--- src/hw/bar_setup_pkg.sv ---
`default_nettype none
package bar_setup_pkg;

    // register byte addresses
    localparam logic [7:0] down_mem3_upper_size_setup_addr = 8'h18;
    localparam logic [7:0] up_mem3_window_setup_addr       = 8'h34;
    localparam logic [7:0] up_mem3_upper_size_setup_addr   = 8'h38;
    localparam logic [7:0] translation_entry_pointer_addr  = 8'h50;
    localparam logic [7:0] translation_entry_data_addr     = 8'h54;

    // field layout of the upper setup registers
    localparam int upper_enable_bit = 31;
    localparam logic [30:0] upper_size_reset = 31'h0000_0000;

    // field layout of the window setup register
    localparam int win_type_bit     = 0;
    localparam int win_prefetch_bit = 3;
    localparam logic [1:0] win_addr_type_reset = 2'h1;
    localparam logic [19:0] win_size_reset = 20'h00000;

    // lookup table
    localparam int entry_count = 64;
    localparam int entry_index_width = 6;
    localparam logic [7:0] pointer_reset = 8'h00;
    localparam logic [31:0] entry_data_mask = 32'hffff_ff09;

    typedef struct packed {
        logic        enable;
        logic [30:0] size_mask;
    } upper_setup_t;

    typedef struct packed {
        logic [19:0] size_mask;
        logic [7:0]  reserved;
        logic        prefetch;
        logic [1:0]  addr_type;
        logic        space_type;
    } window_setup_t;

endpackage
`default_nettype wire

--- src/hw/bar_window_setup_regs.sv ---
// Notes on behaviour
// - upper setup size bits 30:0 gate writability of upper base bits; reset zero
// - upper setup bit 31 enables the 64-bit base register; reset zero
// - window setup bit 0 is read-only zero, memory space
// - window setup bits 2:1 read-only, read 01 for 64-bit space
// - window setup bits 31:12 gate base register bit writability; reset zero
// - pointer holds byte offset in bits 7:0, resets 00h, upper zero
// - pointer write alone starts no entry access; data access does
// - data write stores bits 31:8, 3 and 0 to selected entry, others zero; data read returns it
//
// Design decision made here: register access over APB.
`timescale 1ns/100ps
`default_nettype none

module bar_window_setup_regs (
    input  wire logic        pclk,
    input  wire logic        presetn,
    input  wire logic        psel,
    input  wire logic        penable,
    input  wire logic        pwrite,
    input  wire logic [7:0]  paddr,
    input  wire logic [31:0] pwdata,
    output logic      [31:0] prdata,
    output logic             pready,
    output logic             pslverr,
    output logic             down_mem3_upper_enable,
    output logic      [30:0] down_mem3_upper_writable,
    output logic             up_mem3_upper_enable,
    output logic      [30:0] up_mem3_upper_writable,
    output logic      [19:0] up_mem3_base_writable,
    output logic             up_mem3_prefetch,
    output logic             up_mem3_is_64bit,
    output logic      [7:0]  entry_pointer
);

    bar_setup_pkg::upper_setup_t  down_upper_reg;
    bar_setup_pkg::upper_setup_t  up_upper_reg;
    logic                         prefetch_reg;
    logic [19:0]                  win_size_reg;
    logic [7:0]                   pointer_reg;
    logic                         read_wait_reg;
    bar_setup_pkg::window_setup_t win_view;
    logic [31:0]                  table_rdata;
    logic [31:0]                  read_mux;

    // bus decode
    wire setup_phase = psel & ~penable;
    wire access      = psel & penable;
    wire wr_access   = access & pwrite & pready;
    wire hit_down    = paddr == bar_setup_pkg::down_mem3_upper_size_setup_addr;
    wire hit_win     = paddr == bar_setup_pkg::up_mem3_window_setup_addr;
    wire hit_up      = paddr == bar_setup_pkg::up_mem3_upper_size_setup_addr;
    wire hit_ptr     = paddr == bar_setup_pkg::translation_entry_pointer_addr;
    wire hit_data    = paddr == bar_setup_pkg::translation_entry_data_addr;
    wire hit_any     = hit_down | hit_win | hit_up | hit_ptr | hit_data;

    // table access only from a data-register access, never the pointer
    wire table_wr    = wr_access & hit_data;
    wire table_rd    = setup_phase & ~pwrite & hit_data;

    // table read data arrives a cycle late, so reads of it wait once
    assign pready  = ~(access & ~pwrite & hit_data & read_wait_reg);
    assign pslverr = access & ~hit_any;

    // window setup view with fixed type fields
    always_comb begin
        win_view            = '0;
        win_view.space_type = 1'b0;
        win_view.addr_type  = bar_setup_pkg::win_addr_type_reset;
        win_view.prefetch   = prefetch_reg;
        win_view.size_mask  = win_size_reg;
    end

    // read mux; reserved and unmapped read zero
    assign read_mux = hit_down ? down_upper_reg :
                      hit_up   ? up_upper_reg :
                      hit_win  ? win_view :
                      hit_ptr  ? {24'h000000, pointer_reg} :
                      hit_data ? table_rdata :
                                 32'h0000_0000;

    // register writes
    always_ff @(posedge pclk or negedge presetn) begin
        if (!presetn) begin
            down_upper_reg <= '0;
            up_upper_reg   <= '0;
            prefetch_reg   <= 1'b0;
            win_size_reg   <= bar_setup_pkg::win_size_reset;
            pointer_reg    <= bar_setup_pkg::pointer_reset;
        end else if (wr_access) begin
            if (hit_down) down_upper_reg <= pwdata;
            if (hit_up) up_upper_reg <= pwdata;
            if (hit_win) begin
                prefetch_reg <= pwdata[bar_setup_pkg::win_prefetch_bit];
                win_size_reg <= pwdata[31:12];
            end
            if (hit_ptr) pointer_reg <= pwdata[7:0];
        end
    end

    // one wait state for table reads; read data taken from flip-flops
    always_ff @(posedge pclk or negedge presetn) begin
        if (!presetn) begin
            read_wait_reg <= 1'b1;
            prdata        <= 32'h0000_0000;
        end else begin
            read_wait_reg <= ~(access & ~pwrite & hit_data & read_wait_reg);
            if (setup_phase & ~pwrite & ~hit_data) prdata <= read_mux;
            if (access & ~pwrite & hit_data & read_wait_reg) prdata <= read_mux;
        end
    end

    // table indexed by the pointer in words
    translation_table u_table (
        .pclk    (pclk),
        .presetn (presetn),
        .wr_en   (table_wr),
        .rd_en   (table_rd),
        .index   (pointer_reg[bar_setup_pkg::entry_index_width+1:2]),
        .wdata   (pwdata),
        .rdata   (table_rdata)
    );

    // size masks steer writability of the base registers downstream
    assign down_mem3_upper_enable   = down_upper_reg.enable;
    assign down_mem3_upper_writable = down_upper_reg.size_mask;
    assign up_mem3_upper_enable     = up_upper_reg.enable;
    assign up_mem3_upper_writable   = up_upper_reg.size_mask;
    assign up_mem3_base_writable    = win_size_reg;
    assign up_mem3_prefetch         = prefetch_reg;
    assign up_mem3_is_64bit         = win_view.addr_type[0];
    assign entry_pointer            = pointer_reg;

endmodule // bar_window_setup_regs

`default_nettype wire

--- src/hw/translation_table.sv ---
`timescale 1ns/100ps
`default_nettype none

// small lookup table store; written and read only on demand
module translation_table (
    input  wire logic                                   pclk,
    input  wire logic                                   presetn,
    input  wire logic                                   wr_en,
    input  wire logic                                   rd_en,
    input  wire logic [bar_setup_pkg::entry_index_width-1:0] index,
    input  wire logic [31:0]                            wdata,
    output logic      [31:0]                            rdata
);

    logic [31:0] entry_mem [bar_setup_pkg::entry_count];

    // entries clear at reset so reads never return unknowns
    always_ff @(posedge pclk or negedge presetn) begin
        if (!presetn) begin
            for (int i = 0; i < bar_setup_pkg::entry_count; i++) begin
                entry_mem[i] <= 32'h0000_0000;
            end
            rdata <= 32'h0000_0000;
        end else begin
            if (wr_en) begin
                entry_mem[index] <= wdata & bar_setup_pkg::entry_data_mask;
            end
            if (rd_en) begin
                rdata <= entry_mem[index];
            end
        end
    end

endmodule // translation_table

`default_nettype wire

--- config.mk ---
export PLATFORM = sky130hd
export DESIGN_NAME = bar_window_setup_regs
export DESIGN_NICKNAME = d
export VERILOG_FILES = /design/src/hw/bar_setup_pkg.sv /design/src/hw/bar_window_setup_regs.sv /design/src/hw/translation_table.sv
export SDC_FILE = /design/constraint.sdc
export NUM_CORES = 2
export LEC_CHECK = 0
export BUFFER_PORTS_ARGS = -buffer_cell sky130_fd_sc_hd__buf_2
export CORE_UTILIZATION = 46
export DETAILED_ROUTE_END_ITERATION = 10
export GPL_ROUTABILITY_DRIVEN = 0
export SKIP_CTS_REPAIR_TIMING = 1
export SYNTH_ARGS = -nofsm -noshare
export SYNTH_HDL_FRONTEND = slang
export SYNTH_SLANG_ARGS = --single-unit
--- constraint.sdc ---
create_clock -name pclk -period 3.4 [get_ports pclk]
set_input_delay 0.34 -clock pclk [delete_from_list [all_inputs] [get_ports pclk]]
set_output_delay 0.34 -clock pclk [all_outputs]
set_load 0.005 [all_outputs]
==> metrics.txt <==
status=complete, but fails checks; failing checks=hold timing; maximum vdd drop=0.461 mV; Max-Cap Viols=0; Placement Rows=154; largest net degree at the start of global routing=134; pre-CTS WS=-188 ps; vias post-DR=55.6k; max FFs per register=1,664; Routed WL=289,000 um; area of the core=177,000 um2; Starting Density=0.465; fin. max-slew vios=0; HP Class=in -> reg; total track usage=0.320; Reg clk slew, reported paths=60 ps; CP endpoint=u_table.rdata[0]; DRT Pass-1 Iters=6; RSZ-0062 raised after global routing=false; biggest regs=u_table.entry_mem (1664), prdata (32); Top reg by flops=u_table.entry_mem; slew margin rel.=0.215; share of power burned in registers=0.477; Critical path buffers and inverters=1; Residual DRC=0; Mapped Nets=5,974; port bufs=171; Max stage delay on crit path=670 ps; Post-synth EDFFs=0; GRT overflow=0; Final TNS setup=0 ps; FFs w/ async S/R, synth=1.00; Min Clock Period, post-route=3380 ps; Layout Cells excl Fill=8,678; buffer depth of the longest clock path=3; CTS buffer count=194; Ys Warns=0; clk sinks=1,816; Netlist Area Pre-Place=82,400 um2; r2r endpoint=u_table.rdata[0]; Peak Freq=296 MHz; worst r2r path cells=7; Worst-Skew Late Latency=850 ps; Setup Skew=28.9 ps; period utilization=0.994; Worst Path Max Fanout=24; Fillers=14.6k; DIE AREA=181,000 um2; Leak=47.1 nW; Area growth, synth to finish=15.9%; Net Switching=10.7 mW; first-pass GRT wire length=418,000 um; Synth top area share=0.551; vias per cell=6.41; post-placement cell count=8,308; Primary FF master, synth=dfrtp_1; R2R Setup Slk=20 ps; Final HPWL DP=184,000 um; nets=6,220; initial antenna violation count=19; register area share after synthesis=0.551; sw frac=0.233; Final ANT Viol Nets=0; CP arrival=4080 ps; post-synthesis sequential element count=1,816; worst-path cell chain=and2_4, buf_12, a221o_1, a221oi_1, a2bb2oi_2, o2111a_2, a31oi_1; Worst R2R Start=entry_pointer[4]; Crit. Startpoint=entry_pointer[4]; crit-path leading delay family=compound AO/OA/AOI/OAI gates; WL/cell=33.3 um; Netlist cell types=72; PD cells=478 nW/um2; Starting DRT DRC Count=5,814; DP Area=88,800 um2; CTS tree=built; Worst EP required=4090 ps; CP max stage cell=dfrtp_4; H-tree levels=4; worst setup margin=19.0 ps; layout cell share with drive strength beyond 1=0.481; Cells after Synth=5,929; fin area=95,500 um2; Die W=425 um; Least-Margin Pin Slew=1180 ps; synthesized area per cell=13.9 um2; internal power=35.0 mW; setup violators final=0; die height=425 um; Stages on worst setup path=7; Setup CP Type=reg -> reg; IO Count=173; clock group share of total power=0.478; Fin. Hold Viols=2; Setup crit start kind=flop; root buf cell=clkbuf_16; Comb pwr share=0.045; critical path capture point type=flop; number of global-route vias before repair=56.1k; hold slack=-31.8 ps; Area contributors post-synth=dfrtp_1 (55%), mux2_2 (26%), mux4_2 (3.2%), mux2i_1 (2.1%), a221oi_1 (1.9%); leading area contributor after synthesis=dfrtp_1
[cell families (layout without fill, tap and decap cells)]
logic type | after synthesis | in the layout | synth area share
other | 1 | 11 | 0.0000455
flip-flops | 1816 | 1816 | 0.551
AO/OA/AOI/OAI | 875 | 875 | 0.0763
multiplexers | 2184 | 2184 | 0.312
buffers and inverters | 590 | 989 | 0.0335
AND/OR/NAND/NOR | 463 | 463 | 0.0267
[worst min-delay path by stage]
stage,start,end,slack (ps),cells after the start
floorplan,presetn,down_mem3_upper_enable,40,0
global route,paddr[5],prdata[22],0.7,4
CTS,presetn,u_table.entry_mem[1017],-600,1
detailed placement,presetn,u_table.entry_mem[337],290,1
finish,paddr[5],prdata[22],-30,4
global placement,presetn,u_table.entry_mem[337],290,1
[synthesized netlist by cell type, drive strengths merged, types with 3 or more instances]
master   number
nor4b         5
and2         11
o221ai        7
o22ai        74
a22o         40
a41oi         3
nand4         3
a21oi       159
or3           4
nand2       137
and3         15
or2           4
o22a         13
o32a         16
mux4        118
o21a          3
o2111ai       5
a222oi       16
a211oi       12
nor2        205
a31oi        26
a2111oi       3
a211o         6
o21ai       123
clkbuf      320
nand3        29
buf         266
nand3b        3
a22oi       114
a221o        36
o211ai        9
mux2       1895
nor3b         5
dfrtp      1815
nor3         11
and4          4
o2bb2ai      16
a221oi      175
nand2b       10
nor2b         9
mux2i       171
a32oi         7
[through the flow]
step / util / hold WS (ps) / total power, mW
after floorplan: - / 44.4 / 22.8
after global placement: 0.501 / 292 / 24.2
after detailed placement: 0.501 / 289 / 24.2
after CTS: 0.538 / -598 / 45.9
after global routing: 0.539 / 0.660 / 47.0
final: 0.539 / -31.8 / 45.7
[cell type report]
| cell class | count | area (um2) | area share |
|---|---|---|---|
| Tap cell | 2340 | 2930 | 0.0307 |
| Antenna cell | 10 | 25.0 | 0.000262 |
| Sequential cell | 1816 | 45500 | 0.476 |
| Multi-Input combinational cell | 3523 | 34500 | 0.362 |
| Inverter | 4 | 23.8 | 0.000249 |
| Clock buffer | 299 | 5910 | 0.0619 |
| Clock inverter | 50 | 654 | 0.00685 |
| Timing Repair Buffer | 636 | 5970 | 0.0625 |
[worst register-to-register path, cell delays in order, from the launching register on]
cell and delay, ps:
dfrtp_4 670, and2_4 420, buf_12 290, a221o_1 370
a221oi_1 520, a2bb2oi_2 380, o2111a_2 450, a31oi_1 130
[power groups by stage]
stage	registers [mW]	logic, mW	clock network [mW]
floorplan	22.2	0.678	0
global placement	22.2	2.01	0
detailed placement	22.2	2.03	0
CTS	21.8	2.04	22.1
global route	21.8	2.18	23.0
finish	21.8	2.05	21.8
[cell usage in the layout, fill, tap and decap left out, types with 9 or more instances in the layout]
master | netlist | routed
nor2_4 | 0 | 42
nand3_1 | 29 | 29
clkbuf_8 | 0 | 58
nand2_2 | 13 | 13
o22ai_1 | 74 | 74
buf_2 | 160 | 170
clkinv_2 | 0 | 27
buf_12 | 0 | 127
mux2_2 | 1895 | 1895
a22o_1 | 40 | 40
a22oi_1 | 114 | 114
a221oi_1 | 175 | 174
o2bb2ai_1 | 16 | 16
diode_2 | 0 | 10
nand2b_1 | 10 | 10
clkbuf_16 | 0 | 198
a211oi_1 | 12 | 12
o211ai_1 | 9 | 9
a31oi_1 | 26 | 26
o21ai_0 | 123 | 123
a221o_1 | 36 | 36
mux4_2 | 118 | 118
nor2_1 | 173 | 153
buf_4 | 46 | 327
dlygate4sd3_1 | 0 | 11
clkbuf_1 | 320 | 43
nand2_1 | 124 | 124
mux2i_1 | 171 | 171
and3_1 | 15 | 14
a21oi_1 | 159 | 159
dfrtp_1 | 1815 | 1812
nor2_2 | 32 | 10
o32a_1 | 16 | 16
o22a_1 | 13 | 13
bufinv_16 | 0 | 12
a222oi_1 | 16 | 16
[routing by layer]
| layer | share of wire | global-route usage |
|---|---|---|
| met4 | 0.054 | 0.159 |
| met5 | 0.00040 | 0 |
| met2 | 0.44 | 0.483 |
| met1 | 0.42 | 0.437 |
| met3 | 0.084 | 0.0696 |
No activity file was read; power rests on OpenSTA's default activity.
